[src/inc/gplc_defs.svh]
// Register offsets, field positions, reset values for the pin and leakage block
`ifndef GPLC_DEFS_SVH
`define GPLC_DEFS_SVH
`define GPLC_ADDR_W 8
`define GPLC_DATA_W 16
`define GPLC_ADDR_PIN_C 8'h37
`define GPLC_ADDR_PIN_D 8'h38
`define GPLC_ADDR_LEAK 8'h39
`define GPLC_BIT_IN 5
`define GPLC_BIT_OUT 4
`define GPLC_BIT_PD 3
`define GPLC_SEL_HI 2
`define GPLC_BIT_SRC 1
`define GPLC_BIT_SNK 0
`define GPLC_PIN_RST 16'h0008
`define GPLC_LEAK_RST 16'h0000
`define GPLC_PIN_WMASK 16'h001f
`define GPLC_LEAK_WMASK 16'h0003
`define GPLC_SEL_HIZ 3'h0
`define GPLC_SEL_OUT 3'h1
`define GPLC_SEL_OUTIN 3'h2
`define GPLC_SEL_IN 3'h3
`define GPLC_SEL_FET 3'h4
`endif

[src/inc/gplc_pkg.sv]
// Types for the pin configuration and leakage block
package gplc_pkg;
  typedef struct packed {
    logic wr;
    logic rd;
    logic [7:0] addr;
    logic [15:0] wdata;
  } gplc_req_t;
  typedef struct packed {
    logic out;
    logic oe;
    logic ie;
    logic pd;
  } gplc_pad_t;
endpackage

[src/hdl/gplc_top.sv]
// Pin C and D configuration registers and leakage compensation control
`timescale 1ns/10ps
`include "gplc_defs.svh"
module gplc_top (
  // Clock and reset
  input wire logic mclk,
  input wire logic rst,
  // Register access from host interface
  input wire gplc_pkg::gplc_req_t req,
  output logic [15:0] rdata,
  output logic rvalid,
  // Pins C (index 0) and D (index 1)
  input wire logic [1:0] pin_in,
  output logic [1:0] pin_out,
  output logic [1:0] pin_oe,
  output logic [1:0] pin_ie,
  output logic [1:0] weak_pulldown_enable,
  // Digital output transistor drive from pin C
  output logic dout_fet_drive,
  output logic dout_fet_sel,
  // Leakage compensation enables
  output logic source_leak_comp_enable,
  output logic sink_leak_comp_enable
);
  import gplc_pkg::*;

  logic [15:0] pin_cfg_q [2];
  logic [15:0] leak_q;
  logic [1:0] pin_input_level;
  logic [15:0] rdata_d;
  logic [15:0] rdata_q;
  logic rvalid_q;
  gplc_pad_t pad [2];

  wire hit_c = req.addr == `GPLC_ADDR_PIN_C;
  wire hit_d = req.addr == `GPLC_ADDR_PIN_D;
  wire hit_l = req.addr == `GPLC_ADDR_LEAK;
  wire [1:0] hit_pin = {hit_d, hit_c};

  genvar g;
  generate
    for (g = 0; g < 2; g++) begin : g_pin
      logic [2:0] sel;
      logic drive_out;
      logic a1_q, a2_q, a3_q;
      logic lvl_q;
      assign sel = pin_cfg_q[g][`GPLC_SEL_HI:0];
      // Output-capable modes; 011, 100 on either pin and reserved stay off
      assign drive_out = (sel == `GPLC_SEL_OUT) || (sel == `GPLC_SEL_OUTIN);
      assign pad[g].oe = drive_out;
      assign pad[g].out = drive_out & pin_cfg_q[g][`GPLC_BIT_OUT];
      assign pad[g].ie = (sel == `GPLC_SEL_OUTIN) || (sel == `GPLC_SEL_IN);
      assign pad[g].pd = pin_cfg_q[g][`GPLC_BIT_PD];
      always_ff @(posedge mclk or posedge rst) begin
        if (rst) begin
          pin_cfg_q[g] <= `GPLC_PIN_RST;
        end else if (req.wr && hit_pin[g]) begin
          pin_cfg_q[g] <= req.wdata & `GPLC_PIN_WMASK;
        end
      end
      // Three-stage pin sampler; level changes when stages two and three agree
      always_ff @(posedge mclk or posedge rst) begin
        if (rst) begin
          a1_q <= 1'b0;
          a2_q <= 1'b0;
          a3_q <= 1'b0;
          lvl_q <= 1'b0;
        end else begin
          a1_q <= pin_in[g];
          a2_q <= a1_q;
          a3_q <= a2_q;
          if (a2_q == a3_q) begin
            lvl_q <= a3_q;
          end
        end
      end
      assign pin_input_level[g] = lvl_q;
      assign pin_out[g] = pad[g].out;
      assign pin_oe[g] = pad[g].oe;
      assign pin_ie[g] = pad[g].ie;
      assign weak_pulldown_enable[g] = pad[g].pd;
    end
  endgenerate

  // Pin C code 100 hands the pin level to the output transistor
  assign dout_fet_sel = pin_cfg_q[0][`GPLC_SEL_HI:0] == `GPLC_SEL_FET;
  assign dout_fet_drive = dout_fet_sel & pin_input_level[0];

  always_ff @(posedge mclk or posedge rst) begin
    if (rst) begin
      leak_q <= `GPLC_LEAK_RST;
    end else if (req.wr && hit_l) begin
      leak_q <= req.wdata & `GPLC_LEAK_WMASK;
    end
  end
  // Software keeps digital output modes disabled while these are set
  assign source_leak_comp_enable = leak_q[`GPLC_BIT_SRC];
  assign sink_leak_comp_enable = leak_q[`GPLC_BIT_SNK];

  // Read mux; unmapped addresses read zero
  wire [15:0] rd_c = {10'h000, pin_input_level[0], pin_cfg_q[0][4:0]};
  wire [15:0] rd_d = {10'h000, pin_input_level[1], pin_cfg_q[1][4:0]};
  assign rdata_d = hit_c ? rd_c : hit_d ? rd_d : hit_l ? leak_q : 16'h0000;

  always_ff @(posedge mclk or posedge rst) begin
    if (rst) begin
      rdata_q <= 16'h0000;
      rvalid_q <= 1'b0;
    end else begin
      rvalid_q <= req.rd;
      if (req.rd) begin
        rdata_q <= rdata_d;
      end
    end
  end
  assign rdata = rdata_q;
  assign rvalid = rvalid_q;

  a_reset_pins: assert property (
    @(posedge mclk)
    $fell(rst) |-> pin_cfg_q[0] == 16'h0008 && pin_cfg_q[1] == 16'h0008
    && leak_q == 16'h0000)
    else $error("reset values wrong");

  a_pulldown_rst: assert property (
    @(posedge mclk)
    $fell(rst)
    |-> weak_pulldown_enable == 2'b11)
    else $error("pull-down not on after reset");

  a_out_drive: assert property (
    @(posedge mclk) disable iff (rst)
    req.wr && hit_c && req.wdata[2:0] == 3'h1
    |=> pin_oe[0] && pin_out[0] == $past(req.wdata[4]) && !pin_ie[0])
    else $error("code 001 drive wrong");

  a_outin_mode: assert property (
    @(posedge mclk) disable iff (rst)
    req.wr && hit_d && req.wdata[2:0] == 3'h2
    |=> pin_oe[1] && pin_ie[1])
    else $error("code 010 enables wrong");

  a_input_mode: assert property (
    @(posedge mclk) disable iff (rst)
    req.wr && hit_c && req.wdata[2:0] == 3'h3
    |=> !pin_oe[0] && pin_ie[0])
    else $error("code 011 wrong");

  a_hiz_codes: assert property (
    @(posedge mclk) disable iff (rst)
    req.wr && hit_d && (req.wdata[2:0] == 3'h0 || req.wdata[2] == 1'b1)
    |=> !pin_oe[1] && !pin_ie[1])
    else $error("high impedance code drives");

  a_fet_route: assert property (
    @(posedge mclk) disable iff (rst)
    req.wr && hit_c && req.wdata[2:0] == 3'h4
    |=> dout_fet_sel && !pin_oe[0])
    else $error("pin C transistor route wrong");

  a_input_level: assert property (
    @(posedge mclk) disable iff (rst)
    pin_in[0] [*5]
    |-> pin_input_level[0])
    else $error("input level not followed");

  a_read_resv: assert property (
    @(posedge mclk) disable iff (rst)
    req.rd
    |=> rvalid && rdata[15:6] == 10'h000)
    else $error("reserved bits not zero");

  a_leak_write: assert property (
    @(posedge mclk) disable iff (rst)
    req.wr && hit_l
    |=> source_leak_comp_enable == $past(req.wdata[1]))
    else $error("source enable wrong");

  a_leak_sink: assert property (
    @(posedge mclk) disable iff (rst)
    req.wr && hit_l
    |=> sink_leak_comp_enable == $past(req.wdata[0]))
    else $error("sink enable wrong");

  a_c_hiz_zero: assert property (
    @(posedge mclk) disable iff (rst)
    req.wr && hit_c && req.wdata[2:0] == 3'h0
    |=> !pin_oe[0] && !pin_ie[0] && !dout_fet_sel)
    else $error("code 000 on pin C drives");

  a_d_out_drive: assert property (
    @(posedge mclk) disable iff (rst)
    req.wr && hit_d && req.wdata[2:0] == 3'h1
    |=> pin_oe[1] && !pin_ie[1] && pin_out[1] == $past(req.wdata[4]))
    else $error("code 001 on pin D wrong");

  a_c_outin_mode: assert property (
    @(posedge mclk) disable iff (rst)
    req.wr && hit_c && req.wdata[2:0] == 3'h2
    |=> pin_oe[0] && pin_ie[0] && pin_out[0] == $past(req.wdata[4]))
    else $error("code 010 on pin C wrong");

  a_d_input_mode: assert property (
    @(posedge mclk) disable iff (rst)
    req.wr && hit_d && req.wdata[2:0] == 3'h3
    |=> !pin_oe[1] && pin_ie[1])
    else $error("code 011 on pin D wrong");

  a_c_resv_codes: assert property (
    @(posedge mclk) disable iff (rst)
    req.wr && hit_c && req.wdata[2] && req.wdata[1:0] != 2'b00
    |=> !pin_oe[0] && !pin_ie[0] && !dout_fet_sel)
    else $error("reserved code on pin C drives");

  a_d_fet_code: assert property (
    @(posedge mclk) disable iff (rst)
    req.wr && hit_d && req.wdata[2:0] == 3'h4
    |=> !pin_oe[1] && !pin_ie[1])
    else $error("code 100 on pin D drives");

  a_pd_write_c: assert property (
    @(posedge mclk) disable iff (rst)
    req.wr && hit_c
    |=> weak_pulldown_enable[0] == $past(req.wdata[3]))
    else $error("pin C pull-down wrong");

  a_pd_write_d: assert property (
    @(posedge mclk) disable iff (rst)
    req.wr && hit_d
    |=> weak_pulldown_enable[1] == $past(req.wdata[3]))
    else $error("pin D pull-down wrong");

  a_level_c: assert property (
    @(posedge mclk) disable iff (rst)
    req.wr && hit_c
    |=> pin_out[0] == ($past(req.wdata[4]) && pin_oe[0]))
    else $error("pin C level wrong");

  a_level_d: assert property (
    @(posedge mclk) disable iff (rst)
    req.wr && hit_d
    |=> pin_out[1] == ($past(req.wdata[4]) && pin_oe[1]))
    else $error("pin D level wrong");

  a_out_gated_c: assert property (
    @(posedge mclk) disable iff (rst)
    !pin_oe[0]
    |-> !pin_out[0])
    else $error("pin C level without driver");

  a_out_gated_d: assert property (
    @(posedge mclk) disable iff (rst)
    !pin_oe[1]
    |-> !pin_out[1])
    else $error("pin D level without driver");

  a_fet_pin_c: assert property (
    @(posedge mclk) disable iff (rst)
    (dout_fet_sel && pin_in[0]) [*5]
    |-> dout_fet_drive)
    else $error("transistor not driven from pin C");

  a_fet_no_pad: assert property (
    @(posedge mclk) disable iff (rst)
    dout_fet_sel
    |-> !pin_oe[0] && !pin_ie[0])
    else $error("pin C pad active in transistor mode");

  a_leak_hold: assert property (
    @(posedge mclk) disable iff (rst)
    !(req.wr && hit_l)
    |=> $stable(leak_q))
    else $error("leakage register changed");

  a_hold_pin_c: assert property (
    @(posedge mclk) disable iff (rst)
    !(req.wr && hit_c)
    |=> $stable(pin_cfg_q[0]))
    else $error("pin C register changed");

  a_hold_pin_d: assert property (
    @(posedge mclk) disable iff (rst)
    !(req.wr && hit_d)
    |=> $stable(pin_cfg_q[1]))
    else $error("pin D register changed");

  a_read_pin_c: assert property (
    @(posedge mclk) disable iff (rst)
    req.rd && hit_c
    |=> rdata == {10'h000, $past(pin_input_level[0]), $past(pin_cfg_q[0][4:0])})
    else $error("pin C read wrong");

  a_read_pin_d: assert property (
    @(posedge mclk) disable iff (rst)
    req.rd && hit_d
    |=> rdata == {10'h000, $past(pin_input_level[1]), $past(pin_cfg_q[1][4:0])})
    else $error("pin D read wrong");

  a_read_leak: assert property (
    @(posedge mclk) disable iff (rst)
    req.rd && hit_l
    |=> rdata == $past(leak_q))
    else $error("leakage read wrong");

  a_read_unmap: assert property (
    @(posedge mclk) disable iff (rst)
    req.rd && !hit_c && !hit_d && !hit_l
    |=> rdata == 16'h0000)
    else $error("unmapped read not zero");

  a_rvalid_pulse: assert property (
    @(posedge mclk) disable iff (rst)
    !req.rd
    |=> !rvalid)
    else $error("read valid without read");

  a_rdata_hold: assert property (
    @(posedge mclk) disable iff (rst)
    !req.rd
    |=> $stable(rdata))
    else $error("read data changed without read");

  a_rst_outputs: assert property (
    @(posedge mclk)
    $fell(rst) |-> pin_oe == 2'b00 && pin_ie == 2'b00 && pin_out == 2'b00
    && !rvalid && rdata == 16'h0000)
    else $error("outputs wrong after reset");

  a_rst_leak_out: assert property (
    @(posedge mclk)
    $fell(rst)
    |-> !source_leak_comp_enable && !sink_leak_comp_enable)
    else $error("compensation on after reset");
endmodule

[config.mk]
export PLATFORM = sky130hd
export DESIGN_NAME = gplc_top
export DESIGN_NICKNAME = d
export VERILOG_FILES = /design/src/inc/gplc_pkg.sv /design/src/hdl/gplc_top.sv
export VERILOG_INCLUDE_DIRS = /design/src /design/src/inc
export SDC_FILE = /design/constraint.sdc
export NUM_CORES = 1
export LEC_CHECK = 0
export ABC_CLOCK_PERIOD_IN_PS = 950
export BUFFER_PORTS_ARGS = -buffer_cell sky130_fd_sc_hd__buf_2
export CORE_AREA = 2 2 56 63
export CTS_CLUSTER_SIZE = 30
export DETAILED_ROUTE_END_ITERATION = 8
export DIE_AREA = 0 0 58 65
export HOLD_SLACK_MARGIN = 0.08
export PLACE_DENSITY = 0.78
export SLEW_MARGIN = 20
export SYNTH_ARGS = -nofsm -noshare
export SYNTH_HDL_FRONTEND = slang
export SYNTH_SLANG_ARGS = --single-unit
[constraint.sdc]
create_clock -name mclk -period 0.95 [get_ports mclk]
set_input_delay 0.1425 -clock mclk [delete_from_list [all_inputs] [get_ports mclk]]
set_output_delay 0.1425 -clock mclk [all_outputs]
set_load 0.005 [all_outputs]
==> results.json, run 1 <==
{
  "grt_start_max_net_pins": 28,
  "endpoint_kind": "output port",
  "fin_util_pct": 55.8,
  "root_buffer": "clkbuf_4",
  "grt_first_pass_wirelength_mm": 4.33,
  "setup_slack_ns": -0.539,
  "setup_viol": 23,
  "timing_worst_setup_path_type": "reg -> out",
  "clock_sinks": 27,
  "cellLeakagePower_uw": 0.000900,
  "grt_pass1_vias": 948,
  "gp_congestion": 0.811,
  "viasPerCell": 4.70,
  "critPathRequiredTime_ns": 0.81,
  "nets": 194,
  "rsz0062_at_grt": "true",
  "worst_clock_skew_ns": 0.00135,
  "tns_ns": -5.35,
  "cts.path.max_buffers": 2,
  "ir_drop_v": 0.00107,
  "numCtsBuffers": 3,
  "ys_warn_count": 0,
  "switchingPower_uw": 526,
  "detail-route-antenna-nets": 0,
  "combPwrFrac_pct": 16.3,
  "ff2ff_setup_slack_ns": -0.19,
  "violations": "setup timing",
  "rows": 22,
  "cp_slowest_stage_delay_ns": 0.44,
  "pin_count": 59,
  "hpwl_mm": 1.88,
  "grt_use_total_pct": 15.2,
  "critPathMaxFanout": 3,
  "insertion_delay_ns": 0.33,
  "finalHoldWorstSlack_ns": 0.0866,
  "hold_class": "in -> reg",
  "die_h_um": 65,
  "finalCritPeriodShare_pct": 157,
  "wire_per_inst_um": 13.2,
  "power.density_nw_per_um2": 1170,
  "core_sq_um": 3190,
  "area_growth_pct": 44.2,
  "drv_slew": 0,
  "outcome": "complete, but fails checks",
  "drive_above_1_share_pct": 55.8,
  "crit_arrival_ns": 1.35,
  "fmax_ghz": 0.672,
  "post-route-drc-count": 0,
  "wirelength_mm": 2.62,
  "synth-seq-cells": 27,
  "n_antenna_cell": 0,
  "drt_pre_antenna_iters": 2,
  "syn_area_sq_um": 1240,
  "p_sw_share_pct": 25.1,
  "period_needed_ns": 1.49,
  "initial_core_util_pct": 38.7,
  "slowest_stage": "dfrtp_1",
  "ys.flop_type": "dfrtp_1",
  "grt-ovfl-total": 0,
  "grt_antenna_before_repair": 0,
  "rr_worst_depth": 4,
  "die-area_sq_um": 3770,
  "io_buffer_count": 37,
  "seq_area_frac_synth_pct": 54.9,
  "sequentialPowerShare_pct": 59.0,
  "clkSlewWorstSetupHoldPaths_ns": 0.15,
  "synth_edf_count": 0,
  "hold_depth": 2,
  "synth.distinct_cells": 22,
  "pwr-share-clk_pct": 24.6,
  "fp.dieW_um": 58,
  "avgSynthCellArea_sq_um": 12.9,
  "cts_tree": "yes",
  "p_int_uw": 1570,
  "async_flop_share_pct": 100,
  "cp-start-kind": "flop",
  "drtIter0Drc": 19,
  "crit_chain": "xnor2_1, nor2_1, and2_1, buf_2",
  "netlist_instances": 96,
  "hold_viol_final": 0,
  "ctsHtreeMaxLevel": 1,
  "maxCapViolations": 0,
  "dr_total_vias": 935
}
[power by group through the flow]
stage | registers (uW) | clock network (uW) | logic, uW
2_1_floorplan | 1250 | 0 | 148
3_3_place_gp | 1250 | 0 | 248
3_5_place_dp | 1250 | 0 | 254
4_1_cts | 1230 | 524 | 321
5_1_grt | 1240 | 560 | 374
6_report | 1240 | 516 | 342
[sequential cells by signal, indices dropped and copies added (netlist names), 2 cells and up]
register / cells
g_pin.a2_q: 2
leak_q: 2
pin_cfg_q: 2
g_pin.lvl_q: 2
g_pin.a1_q: 2
weak_pulldown_enable: 2
g_pin.sel: 6
rdata: 6
g_pin.a3_q: 2
[synthesized netlist by cell type (3+ instances only)]
library cell | number | area [sq um]
inv_1 | 7 | 26.3
a22oi_1 | 6 | 45.0
dfrtp_1 | 25 | 626
buf_4 | 14 | 105
mux2_2 | 14 | 158
and2_1 | 3 | 18.8
o22ai_1 | 6 | 37.5
[final timing paths]
path                                      endpoint             from
setup reg to reg                          rdata[0]  g_pin[1].sel[0]
setup / recovery                        pin_out[1]  g_pin[1].sel[0]
min in group asynchronous            g_pin[1].a2_q              rst
hold reg to reg                      g_pin[0].a2_q    g_pin[0].a1_q
max in group asynchronous  weak_pulldown_enable[1]              rst
hold / removal                           leak_q[0]           req[0]
[per-stage QoR]
stage / power, uW / std cells / instance area [sq um] / setup slack [ns]
after floorplan: 1400 / 105 / 1280 / -0.114
after global placement: 1500 / 178 / 1520 / -0.237
after detailed placement: 1510 / 178 / 1520 / -0.279
after CTS: 2080 / 195 / 1720 / -0.491
after global routing: 2180 / 199 / 1780 / -0.590
final: 2090 / 199 / 1780 / -0.539
[cells in the final DEF (no fill, tap or decap), types with 4 or more instances in the layout]
master         count
a22oi_2            4
buf_2             32
buf_4             16
buf_6             12
conb_1            10
dfrtp_1           25
dlygate4sd3_1      8
inv_1              7
mux2_2            12
o22ai_1            6
[cell families (layout without fill, tap and decap cells)]
logic type / Yosys count / count (layout) / synth area share (%)
AO/OA/AOI/OAI: 12 / 12 / 6.68
XOR/XNOR: 2 / 2 / 1.42
adder cells (fa/ha/maj): 2 / 2 / 1.62
buffers and inverters: 22 / 80 / 11.2
flip-flops: 27 / 27 / 54.9
multiplexers: 14 / 14 / 12.8
other: 1 / 10 / 0.303
AND/OR/NAND/NOR: 16 / 16 / 11.1
[worst max-delay path: cells and delay by family, from the launching register on]
kind / cells / cell delay, ns
flops: 1 / 0.44
simple gates: 2 / 0.33
xor+xnor: 1 / 0.14
buf+inv: 1 / 0.11
[what timing repair did]
item,CTS,global route
gates cloned,0,0
resized for setup,10,9
endpoints found under the hold margin,42,0
hold buffers,8,0
pin swaps,3,3
endpoints found under the setup margin,21,28
setup buffers,5,4
[routing by layer]
layer / part of all wire, % / track usage, % / routed length, um
met1: 40 / 18.8 / 1040
met2: 55 / 26.1 / 1450
met3: 3.8 / 1.80 / 100
met4: 1.5 / 6.98 / 40
met5: 0 / 0 / 0
[layout make-up]
| type | count | area [sq um] |
|---|---|---|
| clock buffers | 3 | 22.5 |
| clock inverters | 1 | 7.51 |
| fillers | 277 | 1410 |
| inverters | 7 | 26.3 |
| multi-input cells | 56 | 488 |
| flip-flops and latches | 27 | 678 |
| well taps | 36 | 45.0 |
| repair buffers | 69 | 515 |
Note: power is estimated with default switching activity, not from simulation.
==> run 2, diff against run 1 <==
--- a/config.mk
+++ b/config.mk
@@ -6,14 +6,14 @@
 export SDC_FILE = /design/constraint.sdc
 export NUM_CORES = 1
 export LEC_CHECK = 0
-export ABC_CLOCK_PERIOD_IN_PS = 950
+export ABC_CLOCK_PERIOD_IN_PS = 1550
 export BUFFER_PORTS_ARGS = -buffer_cell sky130_fd_sc_hd__buf_2
-export CORE_AREA = 2 2 56 63
+export CORE_AREA = 2 2 56 58
 export CTS_CLUSTER_SIZE = 30
 export DETAILED_ROUTE_END_ITERATION = 8
-export DIE_AREA = 0 0 58 65
+export DIE_AREA = 0 0 58 60
 export HOLD_SLACK_MARGIN = 0.08
-export PLACE_DENSITY = 0.78
+export PLACE_DENSITY = 0.8
 export SLEW_MARGIN = 20
 export SYNTH_ARGS = -nofsm -noshare
 export SYNTH_HDL_FRONTEND = slang
==> constraint.sdc (replaced) <==
create_clock -name mclk -period 1.55 [get_ports mclk]
set_input_delay 0.2325 -clock mclk [delete_from_list [all_inputs] [get_ports mclk]]
set_output_delay 0.2325 -clock mclk [all_outputs]
set_load 0.005 [all_outputs]
==> results.json, run 2 (synthesis results as in run 1) <==
{
  "outcome": "finished, final reports clean",
  "dpl_worst_slack_ns": 0.161,
  "rows": 20,
  "viasPerCell": 4.88,
  "detail-route-antenna-nets": 0,
  "drive_above_1_share_pct": 50.4,
  "grt_use_met1_pct": 18.5,
  "power.density_nw_per_um2": 803,
  "timing_worst_setup_path_type": "reg -> out",
  "final_cell_area_sq_um": 1490,
  "busiest_layer": "met2",
  "ctsHtreeMaxLevel": 1,
  "drv_slew": 0,
  "nets": 168,
  "die_h_um": 60,
  "setup_viol": 0,
  "root_buffer": "clkbuf_4",
  "power.total_uw": 1200,
  "wirelength_mm": 2.23,
  "wire_per_inst_um": 13.1,
  "core_sq_um": 2900,
  "io_buffer_count": 37,
  "met3_usage_pct": 5.41,
  "cts.path.max_buffers": 2,
  "gp_congestion": 0.739,
  "crit_arrival_ns": 1.30,
  "worst_clock_skew_ns": 0.00524,
  "pin_count": 59,
  "placed_area_sq_um": 1400,
  "final_cells": 170,
  "numCtsBuffers": 3,
  "cellLeakagePower_uw": 0.000738,
  "period_needed_ns": 1.54,
  "grt_start_max_net_pins": 28,
  "slowest_stage": "dfrtp_2",
  "rsz0062_at_grt": "true",
  "fp.dieW_um": 58,
  "drtIter0Drc": 15,
  "drt_pre_antenna_iters": 4,
  "clock_sinks": 27,
  "grt_use_total_pct": 14.4,
  "grt_first_pass_wirelength_mm": 3.64,
  "critPathMaxFanout": 5,
  "area_growth_pct": 20.8,
  "critPathRequiredTime_ns": 1.32,
  "clkSlewWorstSetupHoldPaths_ns": 0.14,
  "fin_util_pct": 51.5,
  "finalCritPeriodShare_pct": 99.0,
  "hold_viol_final": 0,
  "grtUsageMet2_pct": 21.4,
  "post-route-drc-count": 0,
  "final_common_cell": "buf_2",
  "final_cell_mix": "buf_2, dfrtp_1, mux2_2",
  "maxCapViolations": 0,
  "insertion_delay_ns": 0.33,
  "cp-start-kind": "flop",
  "cp_slowest_stage_delay_ns": 0.48,
  "endpoint_kind": "output port",
  "die-area_sq_um": 3480,
  "hpwl_mm": 1.73,
  "setup_slack_ns": 0.0148,
  "hold_class": "in -> reg",
  "grt-ovfl-total": 0,
  "crit_chain": "xnor2_2, nor2_2, and2_1, buf_2",
  "nFillCells": 264,
  "dp.cells": 162,
  "grt_pass1_vias": 810,
  "cts_tree": "yes",
  "fmax_ghz": 0.651,
  "grt_antenna_before_repair": 0,
  "n_antenna_cell": 0,
  "ir_drop_v": 0.000654,
  "dr_total_vias": 830,
  "initial_core_util_pct": 42.6
}
==> run 2: power breakdown <==
group          switching [uW]  total, uW  internal, uW
Combinational            62.5        132          69.6
Clock                     208        307          98.8
Sequential               23.7        760           737
==> run 2: worst max-delay path: cells and delay by family, from the launching register on <==
| family | cells | cell delay, ns |
|---|---|---|
| and+or+nand+nor | 2 | 0.24 |
| buffers and inverters | 1 | 0.10 |
| xor gates and xnor gates | 1 | 0.15 |
| DFF | 1 | 0.48 |
==> run 2: area by class of cell <==
cell class / count / area, sq um / share of cell area (%)
multi-input combinational: 56 / 474 / 31.7
inverter: 7 / 26.3 / 1.76
sequential: 27 / 682 / 45.6
clock buffer: 3 / 22.5 / 1.51
clock inverter: 1 / 7.51 / 0.503
timing repair buffer: 43 / 240 / 16.1
tap: 33 / 41.3 / 2.76
==> run 2: worst paths after layout <==
check,cells after the start,to,startpoint,slack [ns]
max reg2reg,3,rdata[0],g_pin[1].sel[0],0.46
max,4,pin_out[0],g_pin[0].sel[1],0.01
max in group asynchronous,4,weak_pulldown_enable[1],rst,0.79
min,2,pin_cfg_q[20],req[4],0.14
min in group asynchronous,4,g_pin[1].lvl_q,rst,0.47
min reg2reg,0,g_pin[1].a2_q,g_pin[1].a1_q,0.37
==> run 2: per-layer routing <==
metal / vias to the layer above / wire length (um)
met1: 404 / 966
met3: 2 / 181
li1: 392 / -
met2: 32 / 1060
met5: - / 0
met4: 0 / 16
==> run 2: timing repair <==
| action | 4_1_cts | 5_1_grt |
|---|---|---|
| resized for setup | 1 | 6 |
| hold buffers | 3 | 1 |
| setup endpoints to repair | 2 | 3 |
| setup buffers | 0 | 0 |
| pin swaps | 2 | 2 |
| endpoints found under the hold margin | 27 | 1 |
==> run 2: metrics by stage <==
step           hold slack (ns)  TNS (ns)
2_1_floorplan            0.264         0
3_3_place_gp             0.292         0
3_5_place_dp             0.303         0
4_1_cts                 0.0828         0
5_1_grt                  0.113    -0.185
6_report                 0.137         0
